`config.mk`:
```
export PLATFORM = sky130hd
export DESIGN_NAME = hv_voltage_measure_path_ctrl
export DESIGN_NICKNAME = d
export VERILOG_FILES = /design/src/hv_meas_pkg.sv /design/src/hv_meas_switch.sv /design/src/hv_voltage_measure_path_ctrl.sv
export SDC_FILE = /design/constraint.sdc
export NUM_CORES = 1
export LEC_CHECK = 0
export ABC_AREA = 1
export BUFFER_PORTS_ARGS = -buffer_cell sky130_fd_sc_hd__buf_2
export CAP_MARGIN = 20
export CELL_PAD_IN_SITES_DETAIL_PLACEMENT = 1
export CELL_PAD_IN_SITES_GLOBAL_PLACEMENT = 1
export CORE_MARGIN = 2
export CORE_UTILIZATION = 30
export DETAILED_ROUTE_END_ITERATION = 8
export PLACE_DENSITY = 0.86
export SLEW_MARGIN = 20
export SYNTH_ARGS = -nofsm -noshare
export SYNTH_HDL_FRONTEND = slang
export SYNTH_HIERARCHICAL = 1
export SYNTH_SLANG_ARGS = --single-unit
```
`constraint.sdc`:
```
create_clock -name clk_sys -period 1.25 [get_ports clk_sys]
set_input_delay 0.1875 -clock clk_sys [delete_from_list [all_inputs] [get_ports clk_sys]]
set_output_delay 0.1875 -clock clk_sys [all_outputs]
set_load 0.02 [all_outputs]
```
`src/hv_meas_pkg.sv`:
```
// package for the high-voltage measurement path control
// assumes a single 100 MHz clock domain and synchronous active-high reset
package hv_meas_pkg;

  // --------------------------------------------------------------------------
  // operating modes
  // --------------------------------------------------------------------------
  typedef enum logic [2:0] {
    mode_init,
    mode_normal,
    mode_stop,
    mode_sleep,
    mode_restart,
    mode_fail_safe
  } op_mode_type;

  // --------------------------------------------------------------------------
  // fail/gpio pin configuration codes
  // --------------------------------------------------------------------------
  localparam int        gpio_cfg_width = 3;
  localparam logic [2:0] gpio_cfg_off  = 3'h4;
  localparam logic [2:0] gpio_cfg_fo   = 3'h0;
  localparam logic [2:0] gpio_cfg_wake = 3'h5;

  // --------------------------------------------------------------------------
  // reset values
  // --------------------------------------------------------------------------
  localparam logic       meas_enable_rst = 1'b0;
  localparam logic [1:0] pull_cfg_rst    = 2'h0;
  localparam logic [2:0] gpio_cfg_rst    = gpio_cfg_off;

  // pin-side control group
  typedef struct packed {
    logic       measure_route_switch;
    logic [1:0] sense_pull;
    logic       fail_gpio_pull;
    logic       sense_gate_open;
    logic       fail_gpio_gate_open;
    logic       fail_output_drive;
    logic       gpio_func_enable;
  } pin_ctrl_type;

  // wake status-update and wake-source permission group
  typedef struct packed {
    logic wake_status_0_update;
    logic wake_status_1_update;
    logic wake_level_status_update;
    logic sense_wake_active;
    logic gpio_wake_active;
  } wake_ctrl_type;

endpackage

```
`src/hv_meas_switch.sv`:
```
// combinational routing-switch decision
// assumes mode and enable come from registers in the same clock domain
module hv_meas_switch (
  input  wire logic                    voltage_measure_enable,
  input  hv_meas_pkg::op_mode_type     op_mode,
  output logic                         close_switch
);

  // --------------------------------------------------------------------------
  // switch closes only in normal mode with measurement enabled
  // --------------------------------------------------------------------------
  always_comb begin
    close_switch = voltage_measure_enable &&
                   (op_mode == hv_meas_pkg::mode_normal);
  end

endmodule

```
`src/hv_voltage_measure_path_ctrl.sv`:
```
// control of the high-voltage measurement path between sense input and fail/gpio pin
// assumes configuration writes arrive as one-cycle strobes with data, mode from the mode fsm
//
// Behaviour
// - After reset measurement is off, the switch is open and both pins keep their usual roles.
// - With measurement enabled in normal mode the switch joins the sense input to the pin.
// - In any mode other than normal the switch stays open whatever the enable says.
// - Leaving normal mode keeps the enable so the switch closes again on return.
// - While enabled, pulls on both pins are off and both internal pin signals are gated.
// - While enabled, pull, wake source and gpio writes are stored but have no pin effect.
// - While enabled, both wake status registers and the level status are not updated.
// - A sleep command with only pin wake sources while enabled faults and goes to restart.
// - While enabled, fail output, its test, all gpio functions and pin wake are off.
// - A gpio configuration write while enabled sets the command fault flag.
// - Enabling with the pin not off is refused and sets the command fault flag.
// - Wake enable bits stay writable while enabled but are ignored for detection.
// - Entering fail-safe with measurement enabled keeps the setting and opens the switch.
// - Entering fail-safe with measurement off makes the sense input a wake source.
module hv_voltage_measure_path_ctrl (
  input  wire logic                  clk_sys,
  input  wire logic                  srst,
  input  hv_meas_pkg::op_mode_type   op_mode,
  input  wire logic                  meas_write,
  input  wire logic                  meas_write_data,
  input  wire logic                  pull_write,
  input  wire logic [1:0]            pull_write_data,
  input  wire logic                  wake_src_write,
  input  wire logic                  wake_src_write_data,
  input  wire logic                  gpio_write,
  input  wire logic [2:0]            gpio_write_data,
  input  wire logic                  fail_output_request,
  input  wire logic                  fail_output_test,
  input  wire logic                  sleep_command,
  input  wire logic                  other_wake_source,
  output logic                       voltage_measure_enable,
  output logic                       measure_route_switch,
  output hv_meas_pkg::pin_ctrl_type  pin_ctrl,
  output hv_meas_pkg::wake_ctrl_type wake_ctrl,
  output logic [1:0]                 wake_pull_config,
  output logic                       sense_wake_enable,
  output logic [2:0]                 gpio_config,
  output logic                       command_fault,
  output logic                       restart_request
);

  // --------------------------------------------------------------------------
  // state
  // --------------------------------------------------------------------------
  // configuration group
  logic                       next_enable;
  logic [1:0]                 next_pull;
  logic                       next_wake_en;
  logic [2:0]                 next_gpio;
  logic                       enable_refused;
  // event group
  logic                       next_fault;
  logic                       next_restart;
  logic                       pin_wake_only;
  // mode tracking group
  hv_meas_pkg::op_mode_type   mode_prev;
  hv_meas_pkg::op_mode_type   next_mode_prev;
  logic                       failsafe_wake;
  logic                       next_failsafe_wake;
  // pin and wake permission group
  hv_meas_pkg::pin_ctrl_type  next_pin;
  hv_meas_pkg::wake_ctrl_type next_wake;
  logic                       next_switch;
  logic                       close_switch;

  // --------------------------------------------------------------------------
  // switch decision, computed from next values so the output has no lag
  // --------------------------------------------------------------------------
  hv_meas_switch u_switch (
    .voltage_measure_enable (next_enable),
    .op_mode                (op_mode),
    .close_switch           (close_switch)
  );

  // --------------------------------------------------------------------------
  // configuration
  // --------------------------------------------------------------------------
  // enable refused while the fail/gpio pin is not off, old gpio setting decides
  assign enable_refused = meas_write && meas_write_data &&
                          (gpio_config != hv_meas_pkg::gpio_cfg_off);

  // configuration next values, writes stored even while measuring
  always_comb begin
    next_enable  = voltage_measure_enable; // kept across modes
    next_pull    = wake_pull_config;
    next_wake_en = sense_wake_enable;
    next_gpio    = gpio_config;
    if (pull_write) begin
      next_pull = pull_write_data;
    end
    if (wake_src_write) begin
      next_wake_en = wake_src_write_data;
    end
    if (gpio_write) begin
      next_gpio = gpio_write_data;
    end
    if (meas_write && !enable_refused) begin
      next_enable = meas_write_data;
    end
  end

  // configuration registers
  always_ff @(posedge clk_sys) begin
    if (srst) begin
      voltage_measure_enable <= hv_meas_pkg::meas_enable_rst;
      wake_pull_config       <= hv_meas_pkg::pull_cfg_rst;
      sense_wake_enable      <= 1'b0;
      gpio_config            <= hv_meas_pkg::gpio_cfg_rst;
    end else begin
      voltage_measure_enable <= next_enable;
      wake_pull_config       <= next_pull;
      sense_wake_enable      <= next_wake_en;
      gpio_config            <= next_gpio;
    end
  end

  // --------------------------------------------------------------------------
  // command fault and restart events
  // --------------------------------------------------------------------------
  // only pin wake sources armed, so sleep would leave no way back
  assign pin_wake_only = (sense_wake_enable ||
                          (gpio_config == hv_meas_pkg::gpio_cfg_wake)) && !other_wake_source;

  // one-cycle pulses, several causes may coincide
  always_comb begin
    next_fault   = 1'b0;
    next_restart = 1'b0;
    if (gpio_write && voltage_measure_enable) begin
      next_fault = 1'b1;
    end
    if (enable_refused) begin
      next_fault = 1'b1;
    end
    if (sleep_command && voltage_measure_enable && pin_wake_only) begin
      next_fault   = 1'b1;
      next_restart = 1'b1;
    end
  end

  // event registers
  always_ff @(posedge clk_sys) begin
    if (srst) begin
      command_fault   <= 1'b0;
      restart_request <= 1'b0;
    end else begin
      command_fault   <= next_fault;
      restart_request <= next_restart;
    end
  end

  // --------------------------------------------------------------------------
  // mode tracking
  // --------------------------------------------------------------------------
  // fail-safe entry arms sense wake only when measurement is off, leaving disarms it
  always_comb begin
    next_mode_prev     = op_mode;
    next_failsafe_wake = failsafe_wake;
    if ((op_mode == hv_meas_pkg::mode_fail_safe) &&
        (mode_prev != hv_meas_pkg::mode_fail_safe)) begin
      next_failsafe_wake = !voltage_measure_enable;
    end else if (op_mode != hv_meas_pkg::mode_fail_safe) begin
      next_failsafe_wake = 1'b0;
    end
  end

  // mode tracking registers, init start so a fail-safe start still counts as entry
  always_ff @(posedge clk_sys) begin
    if (srst) begin
      mode_prev     <= hv_meas_pkg::mode_init;
      failsafe_wake <= 1'b0;
    end else begin
      mode_prev     <= next_mode_prev;
      failsafe_wake <= next_failsafe_wake;
    end
  end

  // --------------------------------------------------------------------------
  // pin and wake permissions
  // --------------------------------------------------------------------------
  // pin and wake permission next values
  always_comb begin
    next_switch                        = close_switch;
    next_pin.measure_route_switch      = close_switch;
    next_pin.sense_pull                = next_enable ? hv_meas_pkg::pull_cfg_rst
                                                     : next_pull;
    next_pin.fail_gpio_pull            = !next_enable;
    next_pin.sense_gate_open           = !next_enable;
    next_pin.fail_gpio_gate_open       = !next_enable;
    next_pin.fail_output_drive         = !next_enable &&
                                         (next_gpio == hv_meas_pkg::gpio_cfg_fo) &&
                                         (fail_output_request || fail_output_test);
    next_pin.gpio_func_enable          = !next_enable &&
                                         (next_gpio != hv_meas_pkg::gpio_cfg_off);
    next_wake.wake_status_0_update     = !next_enable;
    next_wake.wake_status_1_update     = !next_enable;
    next_wake.wake_level_status_update = !next_enable;
    next_wake.sense_wake_active        = !next_enable &&
                                         (next_wake_en || next_failsafe_wake);
    next_wake.gpio_wake_active         = !next_enable &&
                                         (next_gpio == hv_meas_pkg::gpio_cfg_wake);
  end

  // pin and wake permission registers, reset matches measurement off
  always_ff @(posedge clk_sys) begin
    if (srst) begin
      measure_route_switch               <= 1'b0; // switch open
      pin_ctrl.measure_route_switch      <= 1'b0;
      pin_ctrl.sense_pull                <= hv_meas_pkg::pull_cfg_rst;
      pin_ctrl.fail_gpio_pull            <= !hv_meas_pkg::meas_enable_rst;
      pin_ctrl.sense_gate_open           <= !hv_meas_pkg::meas_enable_rst;
      pin_ctrl.fail_gpio_gate_open       <= !hv_meas_pkg::meas_enable_rst;
      pin_ctrl.fail_output_drive         <= 1'b0;
      pin_ctrl.gpio_func_enable          <= 1'b0;
      wake_ctrl.wake_status_0_update     <= !hv_meas_pkg::meas_enable_rst;
      wake_ctrl.wake_status_1_update     <= !hv_meas_pkg::meas_enable_rst;
      wake_ctrl.wake_level_status_update <= !hv_meas_pkg::meas_enable_rst;
      wake_ctrl.sense_wake_active        <= 1'b0;
      wake_ctrl.gpio_wake_active         <= 1'b0;
    end else begin
      measure_route_switch <= next_switch;
      pin_ctrl             <= next_pin;
      wake_ctrl            <= next_wake;
    end
  end

endmodule

```
==> metrics.txt <==
min Tclk post-route 1.13 ns; Slew Limit Fails 0; crit-path max cell delay about 0.44 ns; share of cells above drive strength 1 0.392; Seq/Total Area, Yosys 0.475; number of global-route vias before repair 874; peak supply drop 0.765 mV; initial DRC count 7; GRT Util Overall 0.136; CP max FO 5; setup violators final 0; post-synth top area share 0.475; # Max-Cap Violations 0; Chip Height 58.3 um; YS warnings 6; # resized after CTS 0; Crit path max-delay family flip-flops; Worst EP arrival 0.95 ns; FP Rows 19; Via density roughly 4.3; CP Class reg2out; CTS tree yes; DP HPWL 1.84 mm; Final nets 179; WL final 2.15 mm; Post-Syn Area 885 sq um; Buffers on Ports 42; Worst Hold Class in2reg; met3 WL roughly 180 um; cell taking the most area after synthesis dfxtp_1; syn nets 137; CTS Buf Count 3; Pre-antenna DRT Iters 4; H-tree depth 1; Max Clock Freq 882 MHz; WL per Instance 11.4 um; Slowest cell on crit path dfxtp_1; # IOs 43; RSZ-0062 raised after global routing no; WP buf/inv 1; Final Hold Vio Count 0; Distinct cells, synth 19; routed via count 817; residual DRC count 0; total die area approximately 3400 sq um; clk_lat worst skew 0.31 ns; core box area 2780 sq um; post-CTS setup repair buffer count 0; commonest non-fill, non-tap cell in the layout buf_2; largest net degree at the start of global routing 13; metal2 WL 1.05 mm; antenna violations before repair 0; status finished clean; WHS approximately 0.11 ns; Slew HR 0.815; P&R area growth vs syn 26.6%; Post-Synthesis Cells 117; initial core utilization 0.318; Worst-Margin Slew 0.274 ns; CP Cell Sequence buf_2; GR Overflow Total 0; Pwr Density 1200 nW/um^2; Setup crit start kind flop; maximum clock path buffer count 2; flop and latch count out of synthesis 21; period utilization 0.907; M1 WL 899 um; most frequent cells in the layout 42 x buf_2, 22 x inv_1, 21 x nand2_1, 21 x dfxtp_1, 18 x nor2_1; Diodes inserted 0; # hold bufs at CTS 0; clock tree root buffer cell clkbuf_4; leakage 0.637 nW; skew final 0.000863 ns; Sink Count 21; GPL Wtd Cong between 0.7 and 0.8; CP Data Required Time approximately 1.1 ns; setup TNS 0 ns; Highest Signal Layer met4; DIE WIDTH 58.3 um; residual antenna-violating net count after detailed routing 0; CP Capture Type primary output; Avg Inst Size Synth 7.56 sq um; first-pass GRT wire length 3.53 mm; post-layout util 0.403; Worst-path clk slew 0.12 ns; top cells by area, synth dfxtp_1 48%, inv_1 9.3%, nand2_1 8.9%, nor2_1 7.6%, buf_4 5.1%
## layout make-up
class	instances	area, sq um
multi-input cells	64	313
flip-flops and latches	21	420
inverters	25	95.1
clock buffers	3	22.5
clock inverters	1	5.00
well taps	31	38.8
fillers	373	1660
repair buffers	44	225
## per-stage QoR
step                setup slack [ns]  area [sq um]  std cells  total power [W]
detailed placement             0.189          1090        185          0.00103
global route                  0.0345          1120        189          0.00142
CTS                            0.114          1120        189          0.00136
floorplan                     0.0844           885        117         0.000928
global placement               0.230          1090        185          0.00102
finish                         0.117          1120        189          0.00134
## synthesized netlist by cell type
cell type and n:
nand3_2 2, inv_2 2, or2_2 1, o211ai_1 1, nand2_1 21, nand4_1 1, buf_6 1, a21oi_4 1
inv_1 22, and2_1 1, a21oi_1 2, nand3_1 6, dfxtp_1 21, o21ai_0 3, nor2_1 18, clkinv_2 1
nor2_2 5, buf_4 6, o21ai_2 2
## worst paths after layout
check                      start              to  slack [ns]  depth (start not counted)
setup / recovery  gpio_config[2]  gpio_config[2]        0.12                          1
hold / removal        op_mode[0]    mode_prev[0]        0.11                          3
hold reg to reg     mode_prev[0]   failsafe_wake        0.62                          3
setup reg to reg  gpio_config[0]     pin_ctrl[7]        0.15                          7
## where the power goes
| part | internal, W | switching, W |
|---|---|---|
| Combinational | 0.000101 | 0.000174 |
| Sequential | 0.000710 | 0.0000237 |
| Clock | 0.000120 | 0.000214 |
## registers in the layout, summed over array words and instances, names as in the netlist
register                count
voltage_measure_enable      1
restart_request             1
pin_ctrl                    5
command_fault               1
wake_pull_config            2
sense_wake_enable           1
gpio_config                 3
mode_prev                   3
wake_ctrl                   3
failsafe_wake               1
## layer usage
metal  track usage  vias to the layer above
met1         0.153                      358
met3        0.0308                        3
met4        0.0631                        0
met5             0                        -
li1              -                      421
met2         0.244                       35
## logic make-up after synthesis
group           synth area share
simple gates               0.279
buf+inv                    0.171
flops                      0.475
compound gates            0.0750
No activity file was read; power rests on OpenSTA's default activity.
